===== src/common/crsd_pkg.sv =====
// Constants for the data-memory space decoder: map, offsets, resets.
// Assumes a single 9-bit data address space driven by the CPU core.
package crsd_pkg;
    localparam int          ADDR_W         = 9;
    localparam int          RAM_WORDS      = 330;
    localparam int          RAM_IDX_W      = 9;
    // Control register window bounds.
    localparam logic [8:0]  WIN_LO         = 9'h0_C0;
    localparam logic [8:0]  WIN_HI         = 9'h0_FF;
    // Highest RAM address above the window; RAM below it starts at zero.
    localparam logic [8:0]  RAM_HI         = 9'h1_89;
    localparam logic [8:0]  RAM_GAP        = 9'h0_40;
    // Register offsets.
    localparam logic [8:0]  OFS_P0_DATA    = 9'h0_C0;
    localparam logic [8:0]  OFS_P0_DIR     = 9'h0_C1;
    localparam logic [8:0]  OFS_P1_DATA    = 9'h0_C2;
    localparam logic [8:0]  OFS_P1_DIR     = 9'h0_C3;
    localparam logic [8:0]  OFS_P2_DATA    = 9'h0_C4;
    localparam logic [8:0]  OFS_P2_DIR     = 9'h0_C5;
    localparam logic [8:0]  OFS_CLK_DIV    = 9'h0_C7;
    localparam logic [8:0]  OFS_PWR_SAVE   = 9'h0_F0;
    localparam logic [8:0]  OFS_CONV_MODE  = 9'h0_F4;
    localparam logic [8:0]  OFS_CONV_RES   = 9'h0_F5;
    localparam logic [8:0]  OFS_KEY_LOW    = 9'h0_F6;
    localparam logic [8:0]  OFS_KEY_HIGH   = 9'h0_F7;
    localparam logic [8:0]  OFS_P0_PULL    = 9'h0_F8;
    localparam logic [8:0]  OFS_P2_PULL    = 9'h0_FA;
    localparam logic [8:0]  OFS_P3_PULL    = 9'h0_FB;
    localparam logic [8:0]  OFS_P4_PULL    = 9'h0_FC;
    // Reset values.
    localparam logic [7:0]  RST_ZERO       = 8'h00;
    localparam logic [7:0]  RST_CONV_MODE  = 8'h01;
    localparam logic [5:0]  RST_P4_PULL    = 6'h00;
    // Value returned for unmapped or write-only reads.
    localparam logic [7:0]  RD_FILL        = 8'h00;
    // Program-memory vectors.
    localparam logic [15:0] VEC_BASE       = 16'hFF_E0;
    localparam logic [15:0] VEC_RESET      = 16'hFF_FE;
    localparam logic [15:0] VEC_KEY_SCAN   = 16'hFF_FA;
endpackage : crsd_pkg


===== src/verilog/crsd_space_decode.sv =====
// Data-memory space decoder: user RAM plus the control register window.
// Assumes one CPU core issues at most one access per enabled cycle.
//
// What this block does
// - Control registers decode only in the window 0C0h to 0FFh.
// - Data space splits into user RAM with stack, and the register window.
// - User RAM holds 330 bytes for data and stack.
// - Unmapped window reads return a fixed filler, which software cannot trust.
// - Byte-and-bit registers accept bit operations, merged into the read value; a port latch takes the pin level on input bits.
// - One address may carry two names: reads see one function, writes another.
// - A direction bit of one drives the pin; zero leaves it input.
// - The core starts from the two-byte reset vector at the top.
// - Each interrupt source has a fixed two-byte vector, key scan at FA.
`timescale 1ns/100ps
module crsd_space_decode
    import crsd_pkg::*;
(
    input  wire logic        clk,
    input  wire logic        resetn,
    input  wire logic        ce,
    input  wire logic [8:0]  addr,
    input  wire logic        rd_en,
    input  wire logic        wr_en,
    input  wire logic [7:0]  wdata,
    input  wire logic        bit_wr,
    input  wire logic [2:0]  bit_sel,
    input  wire logic        bit_val,
    output logic      [7:0]  rdata,
    output logic             rd_valid,
    input  wire logic [7:0]  port0_pin_in,
    output logic      [7:0]  port0_pin_out,
    output logic      [7:0]  port0_pin_oe,
    input  wire logic [7:0]  port1_pin_in,
    output logic      [7:0]  port1_pin_out,
    output logic      [7:0]  port1_pin_oe,
    input  wire logic [7:0]  port2_pin_in,
    output logic      [7:0]  port2_pin_out,
    output logic      [7:0]  port2_pin_oe,
    input  wire logic [7:0]  converter_result,
    input  wire logic [7:0]  timer1_count,
    output logic      [7:0]  power_save_mode_ctrl,
    output logic      [7:0]  converter_mode_ctrl,
    output logic      [7:0]  clock_divider_ctrl,
    output logic      [7:0]  key_line_select_low,
    output logic      [7:0]  key_line_select_high,
    output logic      [7:0]  port0_pullup_select,
    output logic      [7:0]  port2_pullup_select,
    output logic      [7:0]  port3_pullup_select,
    output logic      [5:0]  port4_pullup_select,
    input  wire logic [3:0]  vector_sel,
    output logic      [15:0] vector_addr,
    output logic      [15:0] reset_fetch_addr
);

    // True for addresses that land in user RAM, below or above the window.
    function automatic logic is_ram(input logic [8:0] a);
        return (a < WIN_LO) || ((a > WIN_HI) && (a <= RAM_HI));
    endfunction : is_ram

    // Folds the RAM address around the window into a dense index.
    function automatic logic [8:0] ram_index(input logic [8:0] a);
        return (a < WIN_LO) ? a : 9'(a - RAM_GAP);
    endfunction : ram_index

    // Port read value: driven pins show the latch, inputs show the pin.
    function automatic logic [7:0] port_rd(input logic [7:0] dir,
                                           input logic [7:0] lat,
                                           input logic [7:0] pin);
        return (dir & lat) | (~dir & pin);
    endfunction : port_rd

    logic [7:0]  ram [RAM_WORDS];
    logic [7:0]  p0_dir, p1_dir, p2_dir;
    logic [7:0]  next_p0_dat, next_p1_dat, next_p2_dat;
    logic [7:0]  next_p0_dir, next_p1_dir, next_p2_dir;
    logic [7:0]  next_pwr, next_conv, next_clkdiv, next_keyl, next_keyh;
    logic [7:0]  next_pu0, next_pu2, next_pu3;
    logic [5:0]  next_pu4;
    logic [7:0]  next_rdata;
    logic        next_rd_valid;
    logic [15:0] next_vector;
    logic [7:0]  cur_byte;
    logic        bit_ok;
    logic        do_wr;
    logic [7:0]  wr_byte;

    // Current byte at the address and whether it accepts bit operations.
    always_comb begin
        cur_byte = RD_FILL;
        bit_ok   = 1'b0;
        if (is_ram(addr)) begin
            cur_byte = ram[ram_index(addr)];
            bit_ok   = 1'b1;
        end else begin
            case (addr)
                OFS_P0_DATA: begin
                    cur_byte = port_rd(p0_dir, port0_pin_out, port0_pin_in);
                    bit_ok   = 1'b1;
                end
                OFS_P1_DATA: begin
                    cur_byte = port_rd(p1_dir, port1_pin_out, port1_pin_in);
                    bit_ok   = 1'b1;
                end
                OFS_P2_DATA: begin
                    cur_byte = port_rd(p2_dir, port2_pin_out, port2_pin_in);
                    bit_ok   = 1'b1;
                end
                OFS_CONV_MODE: begin
                    cur_byte = converter_mode_ctrl;
                    bit_ok   = 1'b1;
                end
                OFS_CONV_RES: cur_byte = converter_result;
                OFS_CLK_DIV:  cur_byte = timer1_count;
                default:      cur_byte = RD_FILL;
            endcase
        end
    end

    // A byte write wins; a bit write merges one bit into the current byte.
    always_comb begin
        do_wr   = ce && (wr_en || (bit_wr && bit_ok));
        wr_byte = wdata;
        if (!wr_en) begin
            wr_byte          = cur_byte;
            wr_byte[bit_sel] = bit_val;
        end
    end

    // Next values of the register window and the read path.
    always_comb begin
        next_p0_dat = port0_pin_out;
        next_p1_dat = port1_pin_out;
        next_p2_dat = port2_pin_out;
        next_p0_dir = p0_dir;
        next_p1_dir = p1_dir;
        next_p2_dir = p2_dir;
        next_pwr    = power_save_mode_ctrl;
        next_conv   = converter_mode_ctrl;
        next_clkdiv = clock_divider_ctrl;
        next_keyl   = key_line_select_low;
        next_keyh   = key_line_select_high;
        next_pu0    = port0_pullup_select;
        next_pu2    = port2_pullup_select;
        next_pu3    = port3_pullup_select;
        next_pu4    = port4_pullup_select;
        if (do_wr) begin
            case (addr)
                OFS_P0_DATA:   next_p0_dat = wr_byte;
                OFS_P1_DATA:   next_p1_dat = wr_byte;
                OFS_P2_DATA:   next_p2_dat = wr_byte;
                OFS_CONV_MODE: next_conv   = wr_byte;
                default:       next_conv   = converter_mode_ctrl;
            endcase
        end
        // Byte-only registers change on whole-byte writes alone.
        if (ce && wr_en) begin
            case (addr)
                OFS_P0_DIR:   next_p0_dir = wdata;
                OFS_P1_DIR:   next_p1_dir = wdata;
                OFS_P2_DIR:   next_p2_dir = wdata;
                OFS_CLK_DIV:  next_clkdiv = wdata;
                OFS_PWR_SAVE: next_pwr    = wdata;
                OFS_KEY_LOW:  next_keyl   = wdata;
                OFS_KEY_HIGH: next_keyh   = wdata;
                OFS_P0_PULL:  next_pu0    = wdata;
                OFS_P2_PULL:  next_pu2    = wdata;
                OFS_P3_PULL:  next_pu3    = wdata;
                OFS_P4_PULL:  next_pu4    = wdata[5:0];
                default:      next_pu4    = port4_pullup_select;
            endcase
        end
        next_rd_valid = ce && rd_en;
        next_rdata    = (ce && rd_en) ? cur_byte : rdata;
        next_vector   = VEC_BASE + {11'h000, vector_sel, 1'b0};
    end

    // Registers of the window; ce low freezes everything.
    always_ff @(posedge clk) begin
        if (!resetn) begin
            port0_pin_out        <= RST_ZERO;
            port1_pin_out        <= RST_ZERO;
            port2_pin_out        <= RST_ZERO;
            p0_dir               <= RST_ZERO;
            p1_dir               <= RST_ZERO;
            p2_dir               <= RST_ZERO;
            power_save_mode_ctrl <= RST_ZERO;
            converter_mode_ctrl  <= RST_CONV_MODE;
            clock_divider_ctrl   <= RST_ZERO;
            key_line_select_low  <= RST_ZERO;
            key_line_select_high <= RST_ZERO;
            port0_pullup_select  <= RST_ZERO;
            port2_pullup_select  <= RST_ZERO;
            port3_pullup_select  <= RST_ZERO;
            port4_pullup_select  <= RST_P4_PULL;
            rdata                <= RST_ZERO;
            rd_valid             <= 1'b0;
            vector_addr          <= VEC_RESET;
        end else if (ce) begin
            port0_pin_out        <= next_p0_dat;
            port1_pin_out        <= next_p1_dat;
            port2_pin_out        <= next_p2_dat;
            p0_dir               <= next_p0_dir;
            p1_dir               <= next_p1_dir;
            p2_dir               <= next_p2_dir;
            power_save_mode_ctrl <= next_pwr;
            converter_mode_ctrl  <= next_conv;
            clock_divider_ctrl   <= next_clkdiv;
            key_line_select_low  <= next_keyl;
            key_line_select_high <= next_keyh;
            port0_pullup_select  <= next_pu0;
            port2_pullup_select  <= next_pu2;
            port3_pullup_select  <= next_pu3;
            port4_pullup_select  <= next_pu4;
            rdata                <= next_rdata;
            rd_valid             <= next_rd_valid;
            vector_addr          <= next_vector;
        end
    end

    // User RAM has no reset; contents are undefined until written.
    always_ff @(posedge clk) begin
        if (do_wr && is_ram(addr)) begin
            ram[ram_index(addr)] <= wr_byte;
        end
    end

    // Pins: a set direction bit drives the latched level out.
    assign port0_pin_oe     = p0_dir;
    assign port1_pin_oe     = p1_dir;
    assign port2_pin_oe     = p2_dir;
    assign reset_fetch_addr = VEC_RESET;

    // Checks of the decoder behaviour.
    dir_reset_a: assert property (@(posedge clk)
        !resetn |=> (port0_pin_oe == 8'h00) && (port2_pin_oe == 8'h00))
        else $error("Direction not cleared by reset.");
    rd_latency_a: assert property (@(posedge clk) disable iff (!resetn)
        ce |=> rd_valid == $past(rd_en))
        else $error("Read answer not one cycle after request.");
    ram_rw_a: assert property (@(posedge clk) disable iff (!resetn)
        ce && wr_en && is_ram(addr) ##1 !wr_en && !bit_wr ##1
        ce && rd_en && !wr_en && !bit_wr && addr == $past(addr, 2)
        |=> rdata == $past(wdata, 3))
        else $error("RAM read does not return written byte.");
    unmapped_rd_a: assert property (@(posedge clk) disable iff (!resetn)
        ce && rd_en && addr == 9'h0_E9 |=> rdata == RD_FILL)
        else $error("Unmapped read returns wrong filler.");
    wo_read_a: assert property (@(posedge clk) disable iff (!resetn)
        ce && rd_en && !wr_en && addr == OFS_P1_DIR
        |=> $stable(port1_pin_oe) && rdata == RD_FILL)
        else $error("Write-only read disturbed register.");
    bit_merge_a: assert property (@(posedge clk) disable iff (!resetn)
        ce && bit_wr && !wr_en && addr == OFS_CONV_MODE
        |=> converter_mode_ctrl[$past(bit_sel)] == $past(bit_val))
        else $error("Bit write not merged.");
    byte_only_a: assert property (@(posedge clk) disable iff (!resetn)
        ce && bit_wr && !wr_en && addr == OFS_P0_DIR |=> $stable(port0_pin_oe))
        else $error("Bit write changed byte-only register.");
    alias_rd_a: assert property (@(posedge clk) disable iff (!resetn)
        ce && rd_en && addr == OFS_CLK_DIV |=> rdata == $past(timer1_count))
        else $error("Shared address read wrong source.");
    dir_write_a: assert property (@(posedge clk) disable iff (!resetn)
        ce && wr_en && addr == OFS_P2_DIR |=> port2_pin_oe == $past(wdata))
        else $error("Direction write not applied.");
    vector_a: assert property (@(posedge clk) disable iff (!resetn)
        ce && vector_sel == 4'hD |=> vector_addr == VEC_KEY_SCAN)
        else $error("Key scan vector wrong.");
    freeze_a: assert property (@(posedge clk) disable iff (!resetn)
        !ce |=> $stable(rdata) && $stable(converter_mode_ctrl))
        else $error("State moved while clock enable low.");
    cover property (@(posedge clk) ce && wr_en && addr == OFS_P0_DIR);
    cover property (@(posedge clk) ce && bit_wr && addr == OFS_P0_DATA);
    cover property (@(posedge clk) ce && rd_en && addr == RAM_HI);

endmodule : crsd_space_decode


===== config.mk =====
export PLATFORM = sky130hd
export DESIGN_NAME = crsd_space_decode
export DESIGN_NICKNAME = d
export VERILOG_FILES = /design/src/common/crsd_pkg.sv /design/src/verilog/crsd_space_decode.sv
export SDC_FILE = /design/constraint.sdc
export NUM_CORES = 2
export LEC_CHECK = 0
export ABC_AREA = 1
export BUFFER_PORTS_ARGS = -buffer_cell sky130_fd_sc_hd__clkbuf_2
export CAP_MARGIN = 10
export CORE_MARGIN = 2
export CORE_UTILIZATION = 40
export DETAILED_ROUTE_END_ITERATION = 10
export PLACE_DENSITY = 0.61
export SETUP_SLACK_MARGIN = 0.15
export SLEW_MARGIN = 0
export SYNTH_ARGS = -nofsm -noshare
export SYNTH_HDL_FRONTEND = slang
export SYNTH_SLANG_ARGS = --single-unit

===== constraint.sdc =====
create_clock -name clk -period 13.82 [get_ports clk]
set_clock_uncertainty 0.05 [all_clocks]
set_input_delay 2.764 -clock clk [delete_from_list [all_inputs] [get_ports clk]]
set_output_delay 2.764 -clock clk [all_outputs]
set_load 0.005 [all_outputs]

=== Yosys cells after proc, flatten, opt, wreduce, memory -nomap -nowiden ===
Memory sizes are Yosys's and may differ from the RTL's.
Cells that the tools add are included.

* Flip-flop bits (word level): 143
* Latch bits: 0
* RAM bits: 2640
* Bits in read-only memories: 0
* Memories kept: 1

{| class="wikitable"
|+ Memories
! memory !! depth !! bits a word !! read ports !! clocked after Yosys merged registers in !! write ports !! line !! source
|-
| ram || 330 || 8 || 1 || 0 || 1 || crsd_space_decode.sv:72 || <nowiki>logic [7:0] ram [RAM_WORDS];</nowiki>
|}

* Add/sub/neg operators: 2
* $mul: 0
* Divide/modulo/power cells: 0
* Order comparisons: 5
* Equal/unequal tests: 16
* Shift operators: 0
* Muxes and demuxes: 11
* Bitwise logic cells: 12
* Reductions and logical operators: 26

{| class="wikitable"
|+ Operators with widths
! operator !! number
|-
| $eq A9 B8 Y1 const B || 16
|-
| $and A8 B8 Y8 || 6
|-
| $pmux W8 S6 || 1
|-
| $reduce_and A3 Y1 || 15
|-
| $not A8 Y8 || 3
|-
| $or A8 B8 Y8 || 3
|-
| $mux W8 || 2
|-
| $gt A9 B8 Y1 const B || 1
|-
| $le A9 B9 Y1 const B || 1
|-
| $lt A9 B8 Y1 const B || 1
|-
| $mux W9 || 1
|-
| $sub A9 B7 Y9 const B || 1
|-
| $bwmux W8 || 1
|-
| $add A6 B6 Y7 const A || 1
|-
| $logic_and A1 B1 Y1 || 7
|-
| $mux W1 || 5
|-
| $lt A3 B4 Y1 const B || 1
|-
| $reduce_or A4 Y1 || 1
|-
| $demux W1 S3 || 1
|-
| $ge A3 B1 Y1 const B || 1
|-
| $logic_or A1 B1 Y1 || 2
|-
| $reduce_and A2 Y1 || 1
|}

=== Logic depth before layout (Yosys ltp) ===
* Word-level depth: 10
* Depth in mapped cells: 25
* Gate-level depth less buffers: 21

=== Worst setup path after synthesis ===
Ideal clock, no wire load.

* Kind: input to register
* Start: input addr[0]
* End: memory ram[0][2], data pin
* Arrival: 8.446 ns
* Data required time: 12.769 ns
* Path slack: 4.323 ns
* Stages on the path: 21
* Path through: buf_4 -> inv_2 -> buf_2 -> buf_2 -> clkbuf_1 -> nand2_1 -> a21oi_1 -> o21ai_0 -> nand2_1 -> nor2_1 -> nor2_1 -> nor2_1 -> nand3_1 -> nand2_1 -> nand2_1 -> nand2_1 -> nand2_1 -> nand2_1 -> nand2_1 -> nand2_1 -> nand2_1

* Word-level cells in the longest chain between the ends: 6
* Elaborated cells between the ends (all ways): 18
* Classes of those cells: add/sub (1); order compare (3); eq/ne (6); mux (5); reduce/logical (2); memory (1)

{| class="wikitable"
|+ RTL lines
! item !! line !! source
|-
| start: declaration || crsd_space_decode.sv:21 || <nowiki>input wire logic [8:0] addr,</nowiki>
|-
| $sub A9 B7 Y9 (tied with other cells) || crsd_space_decode.sv:62 || <nowiki>return (a < WIN_LO) ? a : 9'(a - RAM_GAP);</nowiki>
|-
| $mux W9 / $logic_and A1 B1 Y1 (equally long branches) || crsd_space_decode.sv:62, crsd_space_decode.sv:57 ||
|-
| $mem_v2 Z330 W8 / $logic_or A1 B1 Y1 (equally long branches) || - ||
|-
| $mux W8 (*) || crsd_space_decode.sv:91 || <nowiki>if (is_ram(addr)) begin</nowiki>
|-
| $bwmux W8 (*) || crsd_space_decode.sv:125 || <nowiki>wr_byte[bit_sel] = bit_val;</nowiki>
|-
| $mux W8 (*) || crsd_space_decode.sv:123 || <nowiki>if (!wr_en) begin</nowiki>
|-
| via wr_byte[2] || crsd_space_decode.sv:85 || <nowiki>logic [7:0] wr_byte;</nowiki>
|-
| end: declaration || crsd_space_decode.sv:72 ||
|}

Mark *: on every way through the listed nets, which the timed path passes. The rest lies on a longest branch.

=== Worst setup path in the final report ===
* Start: input addr[1]
* End: memory ram[8][6], data pin

The elaborated chain is that of the path after synthesis.

==> results by group <==
Global routing
  – First-pass GRT wire length: 477000 um
  – Largest net degree at the start of global routing: 183
  – GRT Residual Overflow: 0
  – GR Util met2: 0.362
  – Gr busiest metal: met2
  – GRT met3 Usage: 0.0408
  – Initial antenna violation count: 10
  – Vias in the first global route: 71500
  – GR Util All Layers: 0.227
  – Met1 Usage GRT: 0.310

Layout
  – Area growth from synthesis to layout: 12.1%
  – Filler cells: 25100
  – Multi-input logic area: 0.0263 mm2
  – Net count, final: 9826
  – Register area: 0.0819 mm2
  – Max reg flops: 2640
  – Share of post-route cells with drive strength above 1: 0.0734
  – Biggest register: ram
  – Layout Utilization: 0.450

Synth
  – #FFs+latches synth: 2771
  – Yosys top cell area share: 0.716
  – Async SR Flop Fraction: 0
  – Most common cell in the synthesized netlist: nand2_1
  – Synth top area cells: edfxtp_1 (72%), nand2_1 (15%), nor2_1 (2.6%), dfxtp_1 (2.4%), a22oi_1 (1.6%)
  – Cell variety after synth: 36
  – Number of synthesized flops with an enable pin: 2640
  – Ys flop type: edfxtp_1
  – Yosys warning count: 0
  – Synth cell count leaders: nand2_1 (4297), edfxtp_1 (2640), nor2_1 (780), clkbuf_1 (340), a22oi_1 (240)
  – Sequential area share after synthesis: 0.739
  – Post-synth top area cell: edfxtp_1
  – Average size of a mapped cell: 11.4 um2
  – Cells after Synth: 9683
  – Synthesized area: 0.111 mm2

Power
  – Leakage: 45.2 nW
  – Pwr/cell area: 145 mW/mm2
  – VDD IR max: 0.000114 V

STA
  – Headroom to the max-slew limit: 0.196
  – Hold slack: 414 ps
  – Worst Max-Slew Pin Slew: 1200 ps
  – Final setup viols: 0
  – Total negative slack: 0 ps
  – Unrepaired setup endpoints after global routing: no
  – Achievable Freq: 0.109 GHz
  – Period minus WS final: 9140 ps
  – Slew Limit Fails: 0
  – Fin. Hold Viols: 0
  – Final Cycle Share: 0.661

Outcome
  – Status: finished clean

Worst hold path
  – Hold Path Sink: vector_addr[3]
  – Hold_sp: vector_addr[3]
  – Hold crit path type: reg -> reg
  – Cells on Worst Hold Path: 2

Worst setup path
  – Crit path max fanout: 96
  – WP data required: 14370 ps
  – FF-to-FF setup slack: 8900 ps
  – Worst setup SP type: primary input
  – Worst Setup End Kind: flip-flop
  – FF-to-FF End: ram[8][6]
  – Reg2reg path depth: 20
  – Critical Path AT: 9690 ps
  – Reg2reg start: ram[101][6]
  – Critical path class: in -> reg

Die
  – Core Area: 0.276 mm2
  – Die height: 530 um
  – Die width: 530 um
  – Initial Util: 0.401
  – Ports: 230
  – Row count: 193
  – DIE AREA: 0.281 mm2

Place
  – # port buffers: 201
  – Post-DP HPWL: 181000 um
  – Gpl congestion: 0.878

Clock network
  – Clock sink count: 2771
  – Post-CTS Setup Bufs: 0
  – Num CTS Buffers: 294
  – Root Driver: clkbuf_16
  – Htree depth: 5
  – # hold bufs at CTS: 0
  – Reg clk slew, reported paths: 60 ps
  – CTS resizes: 0
  – Clock tree buffer depth: 4
  – CTS tree: yes
  – Clock Latency Late Sink: 950 ps

Routing
  – Final wirelength: 328000 um
  – Via count: 74200
  – Final ANT Viol Nets: 0
  – DRT Pass-1 Iters: 6
  – DR DRC count: 0
  – Vias per std cell: 5.43
  – DR iter-0 viols: 8299
  – DR WL/cell: 24.0 um

Job
  – Max Cap Viol: 0
==> layer usage <==
| metal | vias to the layer above | share of wire |
|---|---|---|
| met2 | 3526 | 0.47 |
| li1 | 33200 | - |
| met4 | 8 | 0.040 |
| met3 | 714 | 0.088 |
| met1 | 36700 | 0.40 |
| met5 | - | 0.00014 |
==> placed cells by master, fill, tap and decap left out, drive strengths merged, types with 7 or more instances in the layout <==
| master | count |
|---|---|
| a211oi | 51 |
| a21oi | 184 |
| a22oi | 240 |
| buf | 105 |
| bufinv | 13 |
| clkbuf | 583 |
| clkinv | 101 |
| conb | 28 |
| dfxtp | 131 |
| diode | 10 |
| edfxtp | 2640 |
| inv | 118 |
| mux2i | 7 |
| nand2 | 4299 |
| nand3 | 210 |
| nand4 | 225 |
| nor2 | 788 |
| nor3 | 11 |
| o2111ai | 8 |
| o21ai | 189 |
==> final cells by class <==
type / instances / area share
Clock buffer: 384 / 0.0638
Multi-Input combinational cell: 6261 / 0.212
Antenna cell: 10 / 0.000201
Sequential cell: 2771 / 0.659
Tap cell: 3705 / 0.0373
Clock inverter: 117 / 0.00713
Inverter: 120 / 0.00389
Timing Repair Buffer: 304 / 0.0164
==> cells by family after synthesis <==
group,after synthesis,synth area share
compound gates,687,0.0382
fa+ha+maj,3,0.000339
buf+inv,677,0.0258
flops,2771,0.739
mux,8,0.000734
other cells,2,0.0000678
simple gates,5535,0.196
==> power by group <==
| part | internal, mW | total, mW | switching (mW) |
|---|---|---|---|
| registers | 9.39 | 9.39 | 0.00449 |
| logic | 0.212 | 1.21 | 0.994 |
| clock network | 4.26 | 7.41 | 3.15 |
| total | 13.9 | 18.0 | 4.15 |
==> critical path, cell delays in order <==
cell     delay [ps]
buf_8           240
inv_8           500
buf_4           840
buf_4           820
nand2_1         160
nand3_1         170
nand2_1          80
nand2_1          90
nor2_1           80
nor2_1          390
nor2_1          180
nand3_1         120
nand3_1         190
nand2_1         210
nand2_1         220
nand2_1         160
nand2_1          90
nand2_1          60
nand2_1         140
nand2_4         430
buf_4           580
buf_4           680
==> worst max-delay path by stage <==
stage | slack [ps] | cells past startpoint | start | endpoint
after detailed placement | 3790 | 22 | addr[1] | ram[63][6]
after global placement | 3870 | 22 | addr[1] | ram[14][6]
after CTS | 4770 | 22 | addr[1] | ram[8][6]
after global routing | 4480 | 22 | addr[1] | ram[8][6]
after floorplan | 4320 | 21 | addr[0] | ram[0][2]
final | 4680 | 22 | addr[1] | ram[8][6]
==> per-stage QoR <==
| stage | total power [mW] | cell area, um2 | cells | setup WS, ps |
|---|---|---|---|---|
| after floorplan | 10.3 | 111000 | 9709 | 4320 |
| after global placement | 10.8 | 115000 | 13200 | 3870 |
| after detailed placement | 10.8 | 115000 | 13200 | 3790 |
| after CTS | 18.1 | 124000 | 13700 | 4770 |
| after global routing | 18.5 | 124000 | 13700 | 4480 |
| final | 18.0 | 124000 | 13700 | 4680 |
Power figures use the tool's default switching activity.
